### src/rtl/pdc_pkg.sv
package pdc_pkg;

    // Register indices; byte address is four times the index
    localparam logic [7:0] PDC_IDX_BACKUP_CHARGER   = 8'h39;
    localparam logic [7:0] PDC_IDX_CONVERTER        = 8'h3e;
    localparam logic [7:0] PDC_IDX_DEVICE_STATE     = 8'h3f;
    localparam int         PDC_ADDR_LSB             = 2;

    // Back-up charger fields
    localparam int         PDC_BB_ENABLE_BIT        = 0;
    localparam int         PDC_BB_VSEL_LSB          = 1;
    localparam logic [1:0] PDC_BB_VSEL_RST          = 2'h0;
    localparam logic       PDC_BB_ENABLE_RST        = 1'h0;

    // Converter control fields
    localparam int         PDC_CV_SYNC_LSB          = 0;
    localparam int         PDC_CV_EXT_CLK_BIT       = 2;
    localparam int         PDC_CV_IO_PSKIP_BIT      = 3;
    localparam int         PDC_CV_CORE1_PSKIP_BIT   = 4;
    localparam int         PDC_CV_CORE2_PSKIP_BIT   = 5;
    localparam int         PDC_CV_TRACK_BIT         = 6;
    localparam logic [1:0] PDC_CV_SYNC_RST          = 2'h1;
    localparam logic [1:0] PDC_CV_SYNC_PHASE_SHIFT  = 2'h1;
    localparam logic       PDC_CV_EXT_CLK_RST       = 1'h0;
    localparam logic [2:0] PDC_CV_PSKIP_RST         = 3'h7;
    localparam logic       PDC_CV_TRACK_RST         = 1'h0;

    // Device state control fields
    localparam int         PDC_DS_OFF_BIT           = 0;
    localparam int         PDC_DS_SLEEP_BIT         = 1;
    localparam int         PDC_DS_KEEP_ON_BIT       = 2;
    localparam int         PDC_DS_OFF_RST_BIT       = 3;
    localparam int         PDC_DS_PORT_SEL_BIT      = 4;
    localparam int         PDC_DS_SLOW_CLK_BIT      = 5;
    localparam int         PDC_DS_RTC_PD_BIT        = 6;
    localparam int         PDC_DS_SEQ_OFF_BIT       = 7;
    localparam logic [7:0] PDC_DS_RST               = 8'h10;

endpackage : pdc_pkg

### src/rtl/pdc_control_regs.sv
// Notes on behaviour
// - Two-bit back-up charge voltage select, resets zero
// - Bit zero enables back-up charging, resets zero
// - Tracking bit makes regulator four follow core one
// - Three pulse-skip enables, reset one, boot loaded
// - External clock select muxes second general pin
// - Sync field: 01 phase shift, 11 in phase, 00 and 10 none
// - Upper bits turn-off reset, lower general only
// - Sequential power-off bit selects reverse order
// - RTC power-down gates clock; survives backup state
// - Slow clock source select, boot loaded
// - Scaling port select, resets one
// - Off-with-reset starts off, resets core, cleared in off
// - Keep-on holds device on without off requests
// - Sleep-allow permits sleep, cleared in off
// - Writing sleep-allow zero triggers wake-up
// - Switch-off starts off, cleared in off
`timescale 1ns/1ps

module pdc_control_regs
    import pdc_pkg::*;
(
    // Clock and resets
    input  wire logic        i_clock,
    input  wire logic        i_rst_n,
    input  wire logic        i_turnoff_rst_n,
    // APB slave
    input  wire logic        i_psel,
    input  wire logic        i_penable,
    input  wire logic        i_pwrite,
    input  wire logic [7:0]  i_paddr,
    input  wire logic [31:0] i_pwdata,
    input  wire logic [3:0]  i_pstrb,
    output logic             o_pready,
    output logic [31:0]      o_prdata,
    output logic             o_pslverr,
    // Boot configuration load
    input  wire logic        i_boot_load,
    input  wire logic [2:0]  i_boot_pulse_skip,
    input  wire logic        i_boot_slow_clock_source,
    input  wire logic        i_boot_keep_on,
    // Device status
    input  wire logic        i_off_state,
    input  wire logic        i_backup_state,
    input  wire logic        i_core_supply_one_active,
    input  wire logic        i_second_general_pin_in,
    // Back-up charger
    output logic             o_backup_charge_enable,
    output logic [1:0]       o_backup_charge_voltage_select,
    // Converters
    output logic             o_linear_regulator_four_track,
    output logic             o_core_two_pulse_skip,
    output logic             o_core_one_pulse_skip,
    output logic             o_io_converter_pulse_skip,
    output logic             o_second_general_pin_gpio_en,
    output logic             o_converter_ext_clock,
    output logic             o_converter_clock_sync,
    output logic             o_converter_clock_phase_shift,
    // Device state
    output logic             o_sequential_power_off,
    output logic             o_rtc_clock_enable,
    output logic             o_rtc_reset,
    output logic             o_slow_clock_source_select,
    output logic             o_scaling_port_select,
    output logic             o_keep_on_request,
    output logic             o_sleep_allow,
    output logic             o_switch_off_event,
    output logic             o_core_reset_request,
    output logic             o_wake_up_event
);

    logic [1:0]  bb_vsel_r;
    logic        bb_en_r;
    logic        cv_track_r;
    logic [2:0]  cv_pskip_r;
    logic        cv_ext_clk_r;
    logic [1:0]  cv_sync_r;
    logic [7:0]  ds_r;
    logic [7:0]  ds_nxt;
    logic [7:0]  rd_data;
    logic        rd_hit;
    logic [5:0]  idx;
    logic        idx_ok;
    logic        access;
    logic        wr_en;
    logic        wr_bb;
    logic        wr_cv;
    logic        wr_ds;
    logic [7:0]  wbyte;
    logic        off_pending;

    // Bus decode
    assign idx    = i_paddr[7:PDC_ADDR_LSB];
    assign idx_ok = (i_paddr[PDC_ADDR_LSB-1:0] == 2'h0);
    assign access = i_psel && i_penable && o_pready;
    assign wr_en  = access && i_pwrite && i_pstrb[0] && idx_ok;
    assign wbyte  = i_pwdata[7:0];
    assign wr_bb  = wr_en && (idx == PDC_IDX_BACKUP_CHARGER[5:0]);
    assign wr_cv  = wr_en && (idx == PDC_IDX_CONVERTER[5:0]);
    assign wr_ds  = wr_en && (idx == PDC_IDX_DEVICE_STATE[5:0]);

    always_comb
    begin
        rd_data = 8'h00;
        rd_hit  = idx_ok;
        case (idx)
            PDC_IDX_BACKUP_CHARGER[5:0]:
            begin
                rd_data[PDC_BB_VSEL_LSB +: 2]  = bb_vsel_r;
                rd_data[PDC_BB_ENABLE_BIT]     = bb_en_r;
            end
            PDC_IDX_CONVERTER[5:0]:
            begin
                rd_data[PDC_CV_TRACK_BIT]       = cv_track_r;
                rd_data[PDC_CV_CORE2_PSKIP_BIT] = cv_pskip_r[2];
                rd_data[PDC_CV_CORE1_PSKIP_BIT] = cv_pskip_r[1];
                rd_data[PDC_CV_IO_PSKIP_BIT]    = cv_pskip_r[0];
                rd_data[PDC_CV_EXT_CLK_BIT]     = cv_ext_clk_r;
                rd_data[PDC_CV_SYNC_LSB +: 2]   = cv_sync_r;
            end
            PDC_IDX_DEVICE_STATE[5:0]:
            begin
                rd_data = ds_r;
            end
            default:
            begin
                rd_hit = 1'b0;
            end
        endcase
        // Unaligned offsets alias a register; refuse them with zero data
        if (!rd_hit)
        begin
            rd_data = 8'h00;
        end
    end

    // Zero-wait answer: ready rises in the first access cycle
    always_ff @(posedge i_clock)
    begin
        if (!i_rst_n)
        begin
            o_pready  <= 1'b0;
            o_prdata  <= 32'h0000_0000;
            o_pslverr <= 1'b0;
        end
        else
        begin
            o_pready  <= i_psel && !i_penable;
            o_pslverr <= i_psel && !i_penable && !rd_hit;
            if (i_psel && !i_penable && !i_pwrite)
            begin
                o_prdata <= {24'h00_0000, rd_data};
            end
        end
    end

    // Back-up charger, general reset only
    always_ff @(posedge i_clock)
    begin
        if (!i_rst_n)
        begin
            bb_vsel_r <= PDC_BB_VSEL_RST;
            bb_en_r   <= PDC_BB_ENABLE_RST;
        end
        else if (wr_bb)
        begin
            bb_vsel_r <= wbyte[PDC_BB_VSEL_LSB +: 2];
            bb_en_r   <= wbyte[PDC_BB_ENABLE_BIT];
        end
    end

    // Converter upper bits also fall to the turn-off reset
    always_ff @(posedge i_clock)
    begin
        if (!i_rst_n || !i_turnoff_rst_n)
        begin
            cv_track_r <= PDC_CV_TRACK_RST;
            cv_pskip_r <= PDC_CV_PSKIP_RST;
        end
        else if (i_boot_load)
        begin
            cv_pskip_r <= i_boot_pulse_skip;
        end
        else if (wr_cv)
        begin
            cv_track_r    <= wbyte[PDC_CV_TRACK_BIT];
            cv_pskip_r[2] <= wbyte[PDC_CV_CORE2_PSKIP_BIT];
            cv_pskip_r[1] <= wbyte[PDC_CV_CORE1_PSKIP_BIT];
            cv_pskip_r[0] <= wbyte[PDC_CV_IO_PSKIP_BIT];
        end
    end

    // Converter lower bits ignore the turn-off reset
    always_ff @(posedge i_clock)
    begin
        if (!i_rst_n)
        begin
            cv_ext_clk_r <= PDC_CV_EXT_CLK_RST;
            cv_sync_r    <= PDC_CV_SYNC_RST;
        end
        else if (wr_cv)
        begin
            cv_ext_clk_r <= wbyte[PDC_CV_EXT_CLK_BIT];
            cv_sync_r    <= wbyte[PDC_CV_SYNC_LSB +: 2];
        end
    end

    // Device state next value; a write of one beats the clear in OFF
    always_comb
    begin
        ds_nxt = ds_r;
        if (i_boot_load)
        begin
            ds_nxt[PDC_DS_SLOW_CLK_BIT] = i_boot_slow_clock_source;
            ds_nxt[PDC_DS_KEEP_ON_BIT]  = i_boot_keep_on;
        end
        else if (wr_ds)
        begin
            ds_nxt = wbyte;
        end
        if (i_off_state)
        begin
            if (!(wr_ds && wbyte[PDC_DS_OFF_BIT]))
            begin
                ds_nxt[PDC_DS_OFF_BIT] = 1'b0;
            end
            if (!(wr_ds && wbyte[PDC_DS_OFF_RST_BIT]))
            begin
                ds_nxt[PDC_DS_OFF_RST_BIT] = 1'b0;
            end
            if (!(wr_ds && wbyte[PDC_DS_SLEEP_BIT]))
            begin
                ds_nxt[PDC_DS_SLEEP_BIT] = 1'b0;
            end
        end
    end

    // RTC power-down is kept when reset comes from the backup state
    always_ff @(posedge i_clock)
    begin
        if (!i_rst_n)
        begin
            ds_r[PDC_DS_SEQ_OFF_BIT:PDC_DS_RTC_PD_BIT+1] <= PDC_DS_RST[7:7];
            ds_r[PDC_DS_RTC_PD_BIT-1:0]                  <= PDC_DS_RST[5:0];
            if (!i_backup_state)
            begin
                ds_r[PDC_DS_RTC_PD_BIT] <= PDC_DS_RST[PDC_DS_RTC_PD_BIT];
            end
        end
        else
        begin
            ds_r <= ds_nxt;
        end
    end

    // Either switch-off request masks keep-on, sleep and wake-up
    assign off_pending = ds_r[PDC_DS_OFF_BIT] || ds_r[PDC_DS_OFF_RST_BIT];

    // Transition events, one cycle each
    always_ff @(posedge i_clock)
    begin
        if (!i_rst_n)
        begin
            o_switch_off_event   <= 1'b0;
            o_core_reset_request <= 1'b0;
            o_wake_up_event      <= 1'b0;
        end
        else
        begin
            o_switch_off_event   <= wr_ds && (wbyte[PDC_DS_OFF_BIT]
                                    || wbyte[PDC_DS_OFF_RST_BIT]);
            o_core_reset_request <= wr_ds && wbyte[PDC_DS_OFF_RST_BIT];
            o_wake_up_event      <= wr_ds && !off_pending
                                    && !wbyte[PDC_DS_SLEEP_BIT]
                                    && !wbyte[PDC_DS_OFF_BIT]
                                    && !wbyte[PDC_DS_OFF_RST_BIT];
        end
    end

    // Control levels to the analogue and sequencer side
    always_ff @(posedge i_clock)
    begin
        if (!i_rst_n)
        begin
            o_backup_charge_enable         <= 1'b0;
            o_backup_charge_voltage_select <= 2'h0;
            o_linear_regulator_four_track  <= 1'b0;
            o_core_two_pulse_skip          <= 1'b0;
            o_core_one_pulse_skip          <= 1'b0;
            o_io_converter_pulse_skip      <= 1'b0;
            o_second_general_pin_gpio_en   <= 1'b1;
            o_converter_ext_clock          <= 1'b0;
            o_converter_clock_sync         <= 1'b0;
            o_converter_clock_phase_shift  <= 1'b0;
        end
        else
        begin
            o_backup_charge_enable         <= bb_en_r;
            o_backup_charge_voltage_select <= bb_vsel_r;
            o_linear_regulator_four_track  <= cv_track_r
                                              && i_core_supply_one_active;
            o_core_two_pulse_skip          <= cv_pskip_r[2];
            o_core_one_pulse_skip          <= cv_pskip_r[1];
            o_io_converter_pulse_skip      <= cv_pskip_r[0];
            o_second_general_pin_gpio_en   <= !cv_ext_clk_r;
            o_converter_ext_clock          <= cv_ext_clk_r
                                              && i_second_general_pin_in;
            o_converter_clock_sync         <= cv_sync_r[0];
            o_converter_clock_phase_shift  <= (cv_sync_r == PDC_CV_SYNC_PHASE_SHIFT);
        end
    end

    // Device state levels; keep-on and sleep yield to off requests
    always_ff @(posedge i_clock)
    begin
        if (!i_rst_n)
        begin
            o_sequential_power_off     <= 1'b0;
            o_rtc_clock_enable         <= 1'b1;
            o_rtc_reset                <= 1'b0;
            o_slow_clock_source_select <= 1'b0;
            o_scaling_port_select      <= 1'b1;
            o_keep_on_request          <= 1'b0;
            o_sleep_allow              <= 1'b0;
        end
        else
        begin
            o_sequential_power_off     <= ds_r[PDC_DS_SEQ_OFF_BIT];
            o_rtc_clock_enable         <= !ds_r[PDC_DS_RTC_PD_BIT];
            o_rtc_reset                <= ds_r[PDC_DS_RTC_PD_BIT];
            o_slow_clock_source_select <= ds_r[PDC_DS_SLOW_CLK_BIT];
            o_scaling_port_select      <= ds_r[PDC_DS_PORT_SEL_BIT];
            o_keep_on_request          <= ds_r[PDC_DS_KEEP_ON_BIT]
                                          && !off_pending;
            o_sleep_allow              <= ds_r[PDC_DS_SLEEP_BIT]
                                          && !off_pending;
        end
    end

endmodule : pdc_control_regs

### config.mk
export PLATFORM = sky130hd
export DESIGN_NAME = pdc_control_regs
export DESIGN_NICKNAME = d
export VERILOG_FILES = /design/src/rtl/pdc_pkg.sv /design/src/rtl/pdc_control_regs.sv
export SDC_FILE = /design/constraint.sdc
export NUM_CORES = 1
export LEC_CHECK = 0
export ABC_CLOCK_PERIOD_IN_PS = 2009
export BUFFER_PORTS_ARGS = -buffer_cell sky130_fd_sc_hd__buf_2
export CAP_MARGIN = 20
export CORE_AREA = 2 2 86 63
export DETAILED_ROUTE_END_ITERATION = 6
export DIE_AREA = 0 0 88 65
export PLACE_DENSITY = 0.78
export SETUP_SLACK_MARGIN = 0.15
export SYNTH_ARGS = -nofsm -noshare
export SYNTH_HDL_FRONTEND = slang
export SYNTH_SLANG_ARGS = --single-unit
### constraint.sdc
create_clock -name i_clock -period 2.01 [get_ports i_clock]
set_clock_uncertainty 0.15 [all_clocks]
set_input_delay 0.1005 -clock i_clock [delete_from_list [all_inputs] [get_ports i_clock]]
set_output_delay 0.1005 -clock i_clock [all_outputs]
set_load 0.01 [all_outputs]
==> qor.csv <==
metric;value;unit
status;completed;
slew_violations;0;
ys_warn_count;0;
synth_cell_types;42;
cts_buffer_depth;2;
grt_util_all_layers;17.0;%
post-route-drc-count;0;
maxCapViolCount;0;
place_inst;348;
pwr-share-comb;10.0;%
power.density;697;nW/µm²
dp_hpwl;3510;µm
port_buffers;63;
synth_ff_type;dfxtp_1;
worstPathCellList;nand3_2, nor4_2, nor3b_1, o22a_1;
syn_avg_cell_area;9.61;µm²
start_kind;flip-flop;
grt_first_pass_wirelength;7410;µm
required;2.08;ns
antenna_found_initial;0;
sequentialPowerShare;52.7;%
cts.sinks;49;
drive_gt1_share;27.3;%
finalSetupViolations;0;
fin_crit_sh;82.9;%
seq_area_frac_synth;47.3;%
crit_slowest_cell;nor4_2;
clock_latency;0.31;ns
crit_buf_inv;0;
htreeDepth;2;
worstPathMaxFanout;5;
layout_setup_ws;0.345;ns
clock-root-buffer;clkbuf_8;
p_int;1.45;mW
grt_max_degree;22;
via_per_inst;4.77;
initial_core_util;42.0;%
fin_util;54.4;%
rsz0062_at_grt;false;
fmax;0.600;GHz
cts_tree;done;
finalInstanceArea;2710;µm²
hp-class;in -> reg;
whs;0.00212;ns
num-fill-cells;463;
ys_ff_latch;49;
dr.pass1.iters;4;
clock_power_share;37.4;%
route.vias.total;1795;
n_antenna_cell;0;
cp_top_family;simple AND/OR/NAND/NOR gates;
hold_viol_final;0;
synth_top_cell_by_area;dfxtp_1;
fin_tns_setup;0;ns
grt_pass1_vias;1594;
core-area;4980;µm²
grt-ovfl-total;0;
synth_top_cells_by_count;dfxtp_1, buf_4, nand2_1;
finalWirelength;4750;µm
routabilityCongestion;0.808;
power;1.89;mW
drt_iter0_drc;96;
rows;22;
power.leakage;1.17;nW
syn_to_final_growth;29.4;%
switching_power;442;µW
detail-route-antenna-nets;0;
clk_pin_slew;0.10;ns
die_y;65;µm
placed_cell_area;2400;µm²
ir_drop;0.000243;V
ys_async_sr_fraction;0;%
syn_area;2090;µm²
layout.cells.non_filler;376;
synth_most_common_cell;dfxtp_1;
numCtsBuffers;5;
cp-end-kind;flip-flop;
crit_arrival;1.73;ns
drt-wirelength-per-cell;12.6;µm
min_period;1.67;ns
synthTopCellsByArea;dfxtp_1, buf_4, mux2i_1, and2_1, nand2_1;
synth-edff-count;1;
fin_nets;363;
postSynthCellCount;218;
num_io_pins;115;
synth_top_area_share;45.9;%
criticalPathCategory;reg -> reg;
switching_share;23.4;%
max_stage_delay;0.51;ns
pre_cts_ws;0.232;ns
fp.dieW;88;µm
post_cts_buffers;0;
dieArea;5720;µm²
state kept, by name (all words and copies together), names as in the netlist, 2 cells and up:
| name | count |
|---|---|
| ds_r | 8 |
| o_prdata | 8 |
| cv_pskip_r | 3 |
| bb_vsel_r | 2 |
| cv_sync_r | 2 |
| o_backup_charge_voltage_select | 2 |
worst register-to-register path, stage by stage, from the launching register on:
cell,delay (ns)
dfxtp_1,0.35
nand3_2,0.16
nor4_2,0.51
nor3b_1,0.17
o22a_1,0.24
layer usage:
metal	track usage [%]	up-vias	part of all wire, %
li1	-	897	-
met1	22.2	824	46
met2	27.3	66	45
met3	4.33	8	7.1
met4	5.77	0	1.2
met5	0	-	0
final cells by class:
type                       instances  area [µm²]  area share, %
timing repair buffer              86         538           19.9
tap                               72        90.1           3.32
clock inverter                     2        38.8           1.43
multi-input combinational        158         968           35.7
sequential                        49         991           36.6
inverter                           3        11.3          0.416
clock buffer                       6        72.6           2.68
what timing repair did:
| action | 4_1_cts | 5_1_grt |
|---|---|---|
| gates resized for setup | 0 | 0 |
| hold buffers | 20 | 0 |
| hold endpoints to repair | 24 | 0 |
final timing paths:
kind / endpoint / from / cells after the start / slack (ns)
hold reg to reg: o_second_general_pin_gpio_en$_SDFF_PN1_ / cv_ext_clk_r$_SDFFE_PN0P_ / 1 / 0.26
hold / removal: o_pready$_SDFF_PN0_ / i_penable / 3 / 0.002
setup reg to reg: ds_r[3]$_SDFF_PN0_ / o_pready$_SDFF_PN0_ / 4 / 0.34
setup / recovery: ds_r[3]$_SDFF_PN0_ / o_pready$_SDFF_PN0_ / 4 / 0.34
cells in the final DEF (no fill, tap or decap), types with 2 or more instances in the layout:
cell / count
nand3_1: 6
buf_2: 63
nand3b_1: 2
o21ai_0: 13
conb_1: 24
nand4_1: 4
dlygate4sd3_1: 20
a211oi_1: 3
dfxtp_1: 48
a31oi_1: 3
and4_1: 2
nor3b_1: 3
nor2b_1: 4
a21boi_0: 3
inv_1: 2
and2_1: 14
a22oi_1: 3
nor4_1: 3
o211ai_1: 2
buf_4: 3
or3b_2: 2
clkbuf_8: 5
o2bb2ai_1: 2
mux2i_1: 9
mux2_2: 3
and3_1: 4
a21oi_1: 3
nor3_1: 8
nand2_1: 20
nor2_1: 6
power by group through the flow:
stage / sequential [mW] / combinational [mW] / clock, mW
floorplan: 1.02 / 0.120 / 0
global placement: 1.02 / 0.155 / 0
detailed placement: 1.02 / 0.157 / 0
CTS: 0.994 / 0.187 / 0.711
global route: 0.996 / 0.206 / 0.751
finish: 0.995 / 0.188 / 0.706
kinds of logic after synthesis:
group                  synth area share, %
AOI/OAI and AO/OA                     10.3
buffers and inverters                 10.6
DFF                                   47.3
muxes                                 5.91
other                                0.179
and+or+nand+nor                       25.7
(Power assumes the default switching activity.)
